--- config.mk ---
export PLATFORM = sky130hd
export DESIGN_NAME = ball_game_rule_control
export DESIGN_NICKNAME = d
export VERILOG_FILES = /design/src/rtl/game_rule_pkg.sv /design/src/rtl/sync_debounce.sv /design/src/rtl/lfsr_random.sv /design/src/rtl/ball_game_rule_control.sv
export VERILOG_INCLUDE_DIRS = /design/src /design/src/rtl
export SDC_FILE = /design/constraint.sdc
export NUM_CORES = 1
export LEC_CHECK = 0
export BUFFER_PORTS_ARGS = -buffer_cell sky130_fd_sc_hd__clkbuf_2
export CORE_MARGIN = 2
export CORE_UTILIZATION = 54
export DETAILED_ROUTE_END_ITERATION = 10
export PLACE_DENSITY = 0.8
export SLEW_MARGIN = 20
export SYNTH_ARGS = -nofsm -noshare
export SYNTH_HDL_FRONTEND = slang
export SYNTH_SLANG_ARGS = --single-unit
--- constraint.sdc ---
create_clock -name ref_clk -period 2.77 [get_ports ref_clk]
set_input_delay 0 -clock ref_clk [delete_from_list [all_inputs] [get_ports ref_clk]]
set_output_delay 0 -clock ref_clk [all_outputs]
set_load 0.005 [all_outputs]
--- src/rtl/game_rule_map.svh ---
// constants for the ball game rule controller
`ifndef GAME_RULE_MAP_SVH
`define GAME_RULE_MAP_SVH

`define CLK_PERIOD_PS    5000
`define DEBOUNCE_NS      20000
`define DEBOUNCE_CYCLES  ((`DEBOUNCE_NS * 1000) / `CLK_PERIOD_PS)
`define SCAN_NS          1000
`define SCAN_CYCLES      ((`SCAN_NS * 1000) / `CLK_PERIOD_PS)

`define COURT_MID        8'h80
`define KEEPER_LEFT_X    8'h10
`define KEEPER_RIGHT_X   8'hF0
`define BARRIER_STEP     8'h50
`define SCORE_MAX        4'hF
`define SERVE_ROTATE     3'h5
`define LFSR_SEED        8'h01

`endif

--- src/rtl/game_rule_pkg.sv ---
// types shared by the ball game rule controller
package game_rule_pkg;
    typedef enum logic [3:0] {
        GAME_NONE, GAME_TENNIS, GAME_HOCKEY, GAME_SQUASH, GAME_PRACTICE, GAME_SOCCER,
        GAME_BASKETBALL, GAME_BASKET_PRACTICE, GAME_GRIDBALL, GAME_TARGET_ONE, GAME_TARGET_TWO
    } game_t;
    typedef enum logic [1:0] {
        ST_WAIT, ST_PLAY, ST_OVER
    } play_state_t;
endpackage

--- src/rtl/sync_debounce.sv ---
// button synchroniser and debouncer with press pulse
`timescale 1ns/1ps
module sync_debounce #(
    parameter int WIDTH = 4,
    parameter int COUNT = 4000
) (
    input  wire logic             ref_clk,
    input  wire logic             rst_n,
    input  wire logic [WIDTH-1:0] rawN,
    output logic      [WIDTH-1:0] level,
    output logic      [WIDTH-1:0] press
);
    genvar b;
    generate
        for (b = 0; b < WIDTH; b++) begin : g_bit
            logic        meta_reg, sync_reg, level_reg, press_reg;
            logic        level_next, press_next;
            logic [12:0] cnt_reg, cnt_next;
            always_comb begin
                cnt_next   = 13'h0000;
                level_next = level_reg;
                press_next = 1'b0;
                if (sync_reg != level_reg) begin
                    cnt_next = cnt_reg + 13'h0001;
                    if (cnt_reg == 13'(COUNT - 1)) begin
                        cnt_next   = 13'h0000;
                        level_next = sync_reg;
                        press_next = sync_reg;
                    end
                end
            end
            always_ff @(posedge ref_clk) begin
                if (!rst_n) begin
                    meta_reg  <= 1'b0;
                    sync_reg  <= 1'b0;
                    level_reg <= 1'b0;
                    press_reg <= 1'b0;
                    cnt_reg   <= 13'h0000;
                end else begin
                    meta_reg  <= ~rawN[b];
                    sync_reg  <= meta_reg;
                    level_reg <= level_next;
                    press_reg <= press_next;
                    cnt_reg   <= cnt_next;
                end
            end
            assign level[b] = level_reg;
            assign press[b] = press_reg;
        end
    endgenerate
endmodule

--- src/rtl/lfsr_random.sv ---
// free running pseudo random source for serve angles
`timescale 1ns/1ps
`include "game_rule_map.svh"
module lfsr_random (
    input  wire logic       ref_clk,
    input  wire logic       rst_n,
    output logic      [7:0] rnd
);
    logic [7:0] lfsr_reg, lfsr_next;
    // runs every cycle so the press instant picks the value
    always_comb begin
        lfsr_next = {lfsr_reg[6:0], lfsr_reg[7] ^ lfsr_reg[5] ^ lfsr_reg[4] ^ lfsr_reg[3]};
    end
    always_ff @(posedge ref_clk) begin
        if (!rst_n) begin
            lfsr_reg <= `LFSR_SEED;
        end else begin
            lfsr_reg <= lfsr_next;
        end
    end
    assign rnd = lfsr_reg;
endmodule

--- src/rtl/ball_game_rule_control.sv ---
// game rules, service, scoring and game selection of the ball game
`timescale 1ns/1ps
`include "game_rule_map.svh"
module ball_game_rule_control
    import game_rule_pkg::*;
(
    input  wire logic        ref_clk,
    input  wire logic        rst_n,
    output logic      [3:0]  strbOut,
    output logic      [3:0]  strbOe,
    input  wire logic [2:0]  selN,
    input  wire logic        serveLeftN,
    input  wire logic        serveRightN,
    input  wire logic        shotLeftN,
    input  wire logic        shotRightN,
    input  wire logic [7:0]  leftPosX,
    input  wire logic [7:0]  leftPosY,
    input  wire logic [7:0]  rightPosX,
    input  wire logic [7:0]  rightPosY,
    input  wire logic        hitLeft,
    input  wire logic        hitRight,
    input  wire logic        goalLeft,
    input  wire logic        goalRight,
    input  wire logic        basketMade,
    input  wire logic        targetStart,
    input  wire logic        onTargetLeft,
    input  wire logic        onTargetRight,
    output game_t            gameSel,
    output logic      [7:0]  leftBatX,
    output logic      [7:0]  leftBatY,
    output logic      [7:0]  rightBatX,
    output logic      [7:0]  rightBatY,
    output logic      [7:0]  leftKeeperY,
    output logic      [7:0]  rightKeeperY,
    output logic      [23:0] leftBarrierY,
    output logic      [23:0] rightBarrierY,
    output logic             launch,
    output logic             launchRight,
    output logic      [2:0]  launchAngle,
    output logic             ballAtServe,
    output logic             batsActive,
    output logic             ballColourRight,
    output logic             serverRight,
    output logic      [3:0]  scoreLeft,
    output logic      [3:0]  scoreRight,
    output logic             gameOver,
    output logic             winnerRight
);
    logic [3:0] btnPress;
    logic [7:0] rnd;

    sync_debounce #(.WIDTH(4), .COUNT(`DEBOUNCE_CYCLES)) u_buttons (
        .ref_clk (ref_clk),
        .rst_n   (rst_n),
        .rawN    ({shotRightN, shotLeftN, serveRightN, serveLeftN}),
        .level   (),
        .press   (btnPress)
    );

    lfsr_random u_random (
        .ref_clk (ref_clk),
        .rst_n   (rst_n),
        .rnd     (rnd)
    );

    wire logic pressL = btnPress[0];
    wire logic pressR = btnPress[1];
    wire logic shotL  = btnPress[2];
    wire logic shotR  = btnPress[3];

    // ---------------- game selection scan ----------------
    logic [15:0] scanCnt_reg, scanCnt_next;
    logic [1:0]  strbIdx_reg, strbIdx_next;
    game_t       game_reg, game_next;

    function automatic game_t decodeGame(input logic [1:0] idx, input logic [2:0] sel);
        game_t g;
        g = GAME_NONE;
        if (idx == 2'h0) begin
            if (!sel[0]) g = GAME_TENNIS;
            else if (!sel[1]) g = GAME_HOCKEY;
            else if (!sel[2]) g = GAME_SQUASH;
        end else if (idx == 2'h1) begin
            if (!sel[0]) g = GAME_PRACTICE;
            else if (!sel[1]) g = GAME_SOCCER;
            else if (!sel[2]) g = GAME_BASKETBALL;
        end else if (idx == 2'h2) begin
            if (!sel[0]) g = GAME_BASKET_PRACTICE;
            else if (!sel[1]) g = GAME_GRIDBALL;
        end else begin
            if (!sel[0]) g = GAME_TARGET_ONE;
            else if (!sel[1]) g = GAME_TARGET_TWO;
        end
        return g;
    endfunction

    // select lines are sampled at the end of each slot so they have settled
    always_comb begin
        scanCnt_next = scanCnt_reg + 16'h0001;
        strbIdx_next = strbIdx_reg;
        game_next    = game_reg;
        if (scanCnt_reg == 16'(`SCAN_CYCLES - 1)) begin
            scanCnt_next = 16'h0000;
            strbIdx_next = strbIdx_reg + 2'h1;
            if (decodeGame(strbIdx_reg, selN) != GAME_NONE) begin
                game_next = decodeGame(strbIdx_reg, selN);
            end
        end
    end

    always_ff @(posedge ref_clk) begin
        if (!rst_n) begin
            scanCnt_reg <= 16'h0000;
            strbIdx_reg <= 2'h0;
            game_reg    <= GAME_NONE;
        end else begin
            scanCnt_reg <= scanCnt_next;
            strbIdx_reg <= strbIdx_next;
            game_reg    <= game_next;
        end
    end

    // open drain strobes: only the active one pulls low
    assign strbOut = 4'h0;
    assign strbOe  = 4'(1 << strbIdx_reg);
    assign gameSel = game_reg;
    wire logic gameChange = (game_next != game_reg);

    // ---------------- player positions ----------------
    logic [7:0]  lbx_next, rbx_next, lky_next, rky_next;
    logic [23:0] lbar_next, rbar_next;
    logic [7:0]  lbx_reg, rbx_reg, lby_reg, rby_reg, lky_reg, rky_reg;
    logic [23:0] lbar_reg, rbar_reg;

    always_comb begin
        lbx_next = leftPosX;
        rbx_next = rightPosX;
        lky_next = lky_reg;
        rky_next = rky_reg;
        if (game_reg == GAME_TENNIS) begin
            if (leftPosX >= `COURT_MID) lbx_next = `COURT_MID - 8'h01;
            if (rightPosX < `COURT_MID) rbx_next = `COURT_MID;
        end
        if (game_reg == GAME_HOCKEY || game_reg == GAME_SOCCER) begin
            lky_next = leftPosY;
            rky_next = rightPosY;
        end
    end

    genvar g;
    generate
        for (g = 0; g < 3; g++) begin : g_barrier
            // each group follows the vertical control, spaced so the openings stagger
            assign lbar_next[g*8 +: 8] = (game_reg == GAME_GRIDBALL) ?
                8'(leftPosY + 8'(g) * `BARRIER_STEP) : lbar_reg[g*8 +: 8];
            assign rbar_next[g*8 +: 8] = (game_reg == GAME_GRIDBALL) ?
                8'(rightPosY + 8'(g) * `BARRIER_STEP) : rbar_reg[g*8 +: 8];
        end
    endgenerate

    always_ff @(posedge ref_clk) begin
        if (!rst_n) begin
            lbx_reg  <= 8'h00;
            rbx_reg  <= 8'h00;
            lby_reg  <= 8'h00;
            rby_reg  <= 8'h00;
            lky_reg  <= 8'h00;
            rky_reg  <= 8'h00;
            lbar_reg <= 24'h00_0000;
            rbar_reg <= 24'h00_0000;
        end else begin
            lbx_reg  <= lbx_next;
            rbx_reg  <= rbx_next;
            lby_reg  <= leftPosY;
            rby_reg  <= rightPosY;
            lky_reg  <= lky_next;
            rky_reg  <= rky_next;
            lbar_reg <= lbar_next;
            rbar_reg <= rbar_next;
        end
    end

    assign leftBatX      = lbx_reg;
    assign rightBatX     = rbx_reg;
    assign leftBatY      = lby_reg;
    assign rightBatY     = rby_reg;
    assign leftKeeperY   = lky_reg;
    assign rightKeeperY  = rky_reg;
    assign leftBarrierY  = lbar_reg;
    assign rightBarrierY = rbar_reg;

    // ---------------- rules, service and score ----------------
    play_state_t st_reg, st_next;
    logic [3:0] sl_reg, sl_next, sr_reg, sr_next;
    logic       srv_reg, srv_next, own_reg, own_next, armL_reg, armL_next, armR_reg, armR_next;
    logic       open_reg, open_next, win_reg, win_next, lau_reg, lau_next, lr_reg, lr_next;
    logic [2:0] ang_reg, ang_next, rot_reg, rot_next;
    logic       serveOk, rallyEnd, loserRight, twoPlayer, hitOkL, hitOkR;

    function automatic logic [3:0] inc4(input logic [3:0] v);
        return (v == `SCORE_MAX) ? v : v + 4'h1;
    endfunction

    always_comb begin
        st_next   = st_reg;
        sl_next   = sl_reg;
        sr_next   = sr_reg;
        srv_next  = srv_reg;
        own_next  = own_reg;
        armL_next = armL_reg | pressL;
        armR_next = armR_reg | pressR;
        open_next = open_reg;
        win_next  = win_reg;
        rot_next  = rot_reg;
        lau_next  = 1'b0;
        lr_next   = lr_reg;
        ang_next  = ang_reg;
        serveOk   = 1'b0;
        rallyEnd  = 1'b0;
        loserRight = goalRight;
        hitOkL    = 1'b0;
        hitOkR    = 1'b0;
        twoPlayer = game_reg inside {GAME_TENNIS, GAME_HOCKEY, GAME_SQUASH, GAME_SOCCER,
                                     GAME_BASKETBALL, GAME_GRIDBALL, GAME_TARGET_TWO};
        case (st_reg)
            ST_WAIT: begin
                case (game_reg)
                    GAME_TENNIS, GAME_SQUASH, GAME_SOCCER: serveOk = srv_reg ? pressR : pressL;
                    GAME_PRACTICE:                         serveOk = pressL | pressR;
                    GAME_HOCKEY, GAME_GRIDBALL, GAME_BASKETBALL: serveOk = armL_next & armR_next;
                    GAME_BASKET_PRACTICE:                  serveOk = pressR;
                    GAME_TARGET_ONE, GAME_TARGET_TWO:      st_next = ST_PLAY;
                    default:                               serveOk = 1'b0;
                endcase
                if (serveOk) begin
                    st_next  = ST_PLAY;
                    lau_next = 1'b1;
                    ang_next = rnd[2:0];
                    case (game_reg)
                        GAME_TENNIS, GAME_SOCCER: lr_next = ~srv_reg;
                        GAME_SQUASH, GAME_PRACTICE: lr_next = 1'b0;
                        default: lr_next = rnd[7];
                    endcase
                    own_next = ~srv_reg;
                    if (game_reg == GAME_PRACTICE) sl_next = inc4(sl_reg);
                end
            end
            ST_PLAY: begin
                case (game_reg)
                    GAME_SQUASH: begin
                        if (hitLeft | hitRight) begin
                            if ((hitRight && !own_reg) || (hitLeft && own_reg)) begin
                                rallyEnd   = 1'b1;
                                loserRight = hitRight;
                            end else begin
                                own_next = ~own_reg;
                            end
                        end else if (goalLeft | goalRight) begin
                            rallyEnd   = 1'b1;
                            loserRight = own_reg;
                        end
                    end
                    GAME_PRACTICE: begin
                        if (hitLeft | hitRight) sr_next = inc4(sr_reg);
                        if (goalLeft | goalRight) begin
                            sr_next = 4'h0;
                            st_next = ST_WAIT;
                        end
                    end
                    GAME_BASKET_PRACTICE: begin
                        if (basketMade) begin
                            sl_next = inc4(sl_reg);
                            sr_next = 4'h0;
                        end else if (hitLeft | hitRight) begin
                            sr_next = inc4(sr_reg);
                        end
                    end
                    GAME_TARGET_ONE, GAME_TARGET_TWO: begin
                        if (targetStart) begin
                            open_next = 1'b1;
                            if (game_reg == GAME_TARGET_ONE) sr_next = inc4(sr_reg);
                        end
                        // in GAME_TARGET_TWO simultaneous hits in the same cycle both score
                        hitOkL = open_reg & shotL & onTargetLeft;
                        hitOkR = open_reg & shotR & onTargetRight & (game_reg == GAME_TARGET_TWO);
                        if (hitOkL | hitOkR) begin
                            open_next = 1'b0;
                            if (hitOkL) sl_next = inc4(sl_reg);
                            if (hitOkR) sr_next = inc4(sr_reg);
                        end
                    end
                    default: begin
                        rallyEnd = goalLeft | goalRight;
                    end
                endcase
                if (rallyEnd) begin
                    st_next   = ST_WAIT;
                    armL_next = 1'b0;
                    armR_next = 1'b0;
                    if (game_reg == GAME_SQUASH) begin
                        if (loserRight == srv_reg) srv_next = ~srv_reg;
                        else if (loserRight) sl_next = inc4(sl_reg);
                        else sr_next = inc4(sr_reg);
                    end else begin
                        if (loserRight) sl_next = inc4(sl_reg);
                        else sr_next = inc4(sr_reg);
                        if (game_reg == GAME_SOCCER) srv_next = loserRight;
                        if (game_reg == GAME_TENNIS) begin
                            rot_next = rot_reg + 3'h1;
                            if (rot_reg == `SERVE_ROTATE - 3'h1) begin
                                rot_next = 3'h0;
                                srv_next = ~srv_reg;
                            end
                        end
                    end
                end
                if ((twoPlayer || game_reg == GAME_TARGET_ONE) &&
                    (sl_next == `SCORE_MAX || sr_next == `SCORE_MAX)) begin
                    st_next  = ST_OVER;
                    win_next = (sr_next == `SCORE_MAX) && (sl_next != `SCORE_MAX);
                end
            end
            default: begin
                st_next = ST_OVER;
            end
        endcase
    end

    // a new selection restarts like a game reset so scores never carry across games
    always_ff @(posedge ref_clk) begin
        if (!rst_n || gameChange) begin
            st_reg   <= ST_WAIT;
            sl_reg   <= 4'h0;
            sr_reg   <= 4'h0;
            srv_reg  <= 1'b0;
            own_reg  <= 1'b0;
            armL_reg <= 1'b0;
            armR_reg <= 1'b0;
            open_reg <= 1'b0;
            win_reg  <= 1'b0;
            rot_reg  <= 3'h0;
            lau_reg  <= 1'b0;
            lr_reg   <= 1'b0;
            ang_reg  <= 3'h0;
        end else begin
            st_reg   <= st_next;
            sl_reg   <= sl_next;
            sr_reg   <= sr_next;
            srv_reg  <= srv_next;
            own_reg  <= own_next;
            armL_reg <= (st_next == ST_WAIT) ? armL_next : 1'b0;
            armR_reg <= (st_next == ST_WAIT) ? armR_next : 1'b0;
            open_reg <= open_next;
            win_reg  <= win_next;
            rot_reg  <= rot_next;
            lau_reg  <= lau_next;
            lr_reg   <= lr_next;
            ang_reg  <= ang_next;
        end
    end

    assign launch          = lau_reg;
    assign launchRight     = lr_reg;
    assign launchAngle     = ang_reg;
    assign ballAtServe     = (st_reg == ST_WAIT);
    assign batsActive      = (st_reg == ST_PLAY);
    assign ballColourRight = own_reg;
    assign serverRight     = srv_reg;
    assign scoreLeft       = sl_reg;
    assign scoreRight      = sr_reg;
    assign gameOver        = (st_reg == ST_OVER);
    assign winnerRight     = win_reg;
endmodule

==> metrics.cfg <==
[place]
io_buffer_count = 171
dp_hpwl_microns = 13300
gp_congestion = 0.894

[floorplan]
fp.dieW_microns = 132
core_sq_um = 15900
die-area_sq_um = 17400
initial_core_util_pct = 55.4
die_h_microns = 132
std_cell_rows = 46
ios = 176

[critical_path]
path_buf_inv = 1
startpoint_type = flop
critPathMaxFanout = 9
endpoint_kind = flop
cp_top_family = simple AND/OR/NAND/NOR gates
crit_chain = inv_1 -> ha_1 -> nand2b_1 -> o32a_1 -> and3_1 -> nand3b_1 -> a31oi_2 -> nand3b_4 -> nor3_1 -> a2bb2o_1
max_stage_delay_ns = 0.40
crit_type = flop to flop
cp_slowest_cell = dfxtp_1
cp.arrival_ns = 2.88
cp_data_required_time_ns = 3.10

[cells_and_area]
drive_above_1_share_pct = 21.1
largest_register_ffs = 52
area_growth_pct = 21.4
antennaDiodeCount = 0
fin_nets = 1232

[synth]
synth_area_leader_cell = dfxtp_1
synth_area_per_cell_sq_um = 9.03
synth_cell_types = 78
yosysMostFrequentCell = dfxtp_1
synth-edff-count = 0
synth_seq_cells = 200
yosys-top-cells-area = dfxtp_1 45%, xor2_1 4.6%, nor2_1 4.4%
seq_area_frac_synth_pct = 45.3
syn_inst = 979
netlist_area_sq_um = 8840
synth.top_cell.area_share_pct = 45.3
synthArstFlopShare_pct = 0
synthFlopType = dfxtp_1
synth-warning-count = 0
yosys-top-cells-count = 200 x dfxtp_1, 104 x nor2_1, 95 x nand2_1

[global_routing]
antenna_found_initial = 0
grt_pass1_wl_microns = 33000
grt_usage_pct = 22.7
grt_pass1_vias = 6772
grt-ovfl-total = 0
grt_max_degree = 43

[clock_tree]
clk_path_buf_depth = 2
clk_latency_ns = 0.44
h-tree-depth = 4
cts_root_buffer = clkbuf_16
numCtsBuffers = 17
clock_sinks = 200
tritoncts = built
cts.clk_slew.worst_paths_ns = 0.07

[power]
leakagePower_nw = 4.37
power_density_nw_per_um2 = 527
ir_worst_vdd_mv = 0.463
fin_total_pwr_mw = 5.66

[route]
via_per_inst = 5.32
ant_nets = 0
wl_per_cell_microns = 14.3
vias = 7410
dr.pass1.iters = 5
drc_errors = 0
drt-initial-drc-count = 560
routed_wl_microns = 19900

[sta]
hold_viol = 0
post-route-min-period_ns = 2.55
worst_slew_pin_slew_ns = 0.710
finalSetupViolations = 0
drv_slew = 0
slew_headroom_pct = 52.7
max_freq_mhz = 392
hold-worst-slack_ns = 0.0854
post-route-period-util_pct = 92.0
skew_ns = 0.0118

[worst_hold_path]
hp-class = primary input to flop

[job]
maxCapViolCount = 0

[run_status]
status = finished clean

-- kinds of logic after synthesis --
logic type | after synthesis | synth area share (%)
flip-flops | 200 | 45.3
multiplexers | 30 | 3.40
other | 1 | 0.0424
XOR/XNOR | 71 | 7.03
buffers and inverters | 86 | 4.91
adder cells (fa/ha/maj) | 19 | 2.69
AO/OA/AOI/OAI | 148 | 12.0
AND/OR/NAND/NOR | 424 | 24.6
-- layout by cell type, fill, tap and decap left out, types with 18 or more instances in the layout --
cell type,count
a21boi_0,18
a21oi_1,35
and2_1,49
and3_1,20
clkbuf_2,170
dfxtp_1,200
dlygate4sd3_1,37
ha_1,19
inv_1,23
mux2i_1,30
nand2_1,95
nand3_1,38
nor2_1,103
nor2b_1,34
nor3_1,18
o21ai_0,26
xnor2_1,25
xor2_1,46
-- power breakdown --
group | leakage, nW | internal (mW) | total [mW] | switching (mW)
combinational | 2.46 | 0.137 | 0.271 | 0.134
sequential | 1.62 | 2.91 | 2.93 | 0.0178
clock | 0.284 | 1.31 | 2.46 | 1.14
total | 4.37 | 4.36 | 5.66 | 1.30
-- through the flow --
step / setup TNS [ns] / cell area (sq um) / setup slack (ns) / std cells / util, %
after global placement: 0 / 9740 / 0.302 / 1321 / 61.1
after global routing: -0.0196 / 10700 / -0.0196 / 1392 / 67.3
after floorplan: 0 / 8850 / 0.515 / 982 / -
final: 0 / 10700 / 0.221 / 1392 / 67.3
after detailed placement: 0 / 9740 / 0.177 / 1321 / 61.1
after CTS: 0 / 10700 / 0.163 / 1389 / 67.1
-- worst register-to-register path, cell delays in order, from the launching register on --
cell and delay [ns]:
dfxtp_1 0.40, inv_1 0.09, ha_1 0.29, nand2b_1 0.21, o32a_1 0.21, and3_1 0.21
nand3b_1 0.17, a31oi_2 0.27, nand3b_4 0.25, nor3_1 0.07, a2bb2o_1 0.27
-- repair_timing --
action                                  in CTS  in global routing
endpoints found under the setup margin       0                  4
hold buffers                                37                  0
buffers inserted                             0                  2
hold endpoints to repair                    71                  0
gates resized for setup                      0                  1
-- routing by layer --
layer	track usage, %	part of all wire, %
met5	0	0
met4	10.1	2.8
met3	4.65	4.6
met2	38.4	50
met1	28.0	43
-- area by class of cell --
cell class | instances | area, sq um
Clock buffer | 19 | 453
Clock inverter | 12 | 135
Fill cell | 1243 | 5210
Inverter | 23 | 86.3
Multi-Input combinational cell | 697 | 4430
Sequential cell | 200 | 4000
Tap cell | 216 | 270
Timing Repair Buffer | 225 | 1350
-- path summary, 6_finish.rpt --
check | from | end | slack (ns) | cells past startpoint
worst max-delay path | strbIdx_reg[0] | st_reg[0] | 0.22 | 10
worst min-delay path | hitLeft | ballColourRight | 0.09 | 5
worst max register to register | strbIdx_reg[0] | st_reg[0] | 0.22 | 10
worst min register to register | u_buttons.g_bit[2].meta_reg | u_buttons.g_bit[2].sync_reg | 0.44 | 1
(Power assumes the default switching activity.)
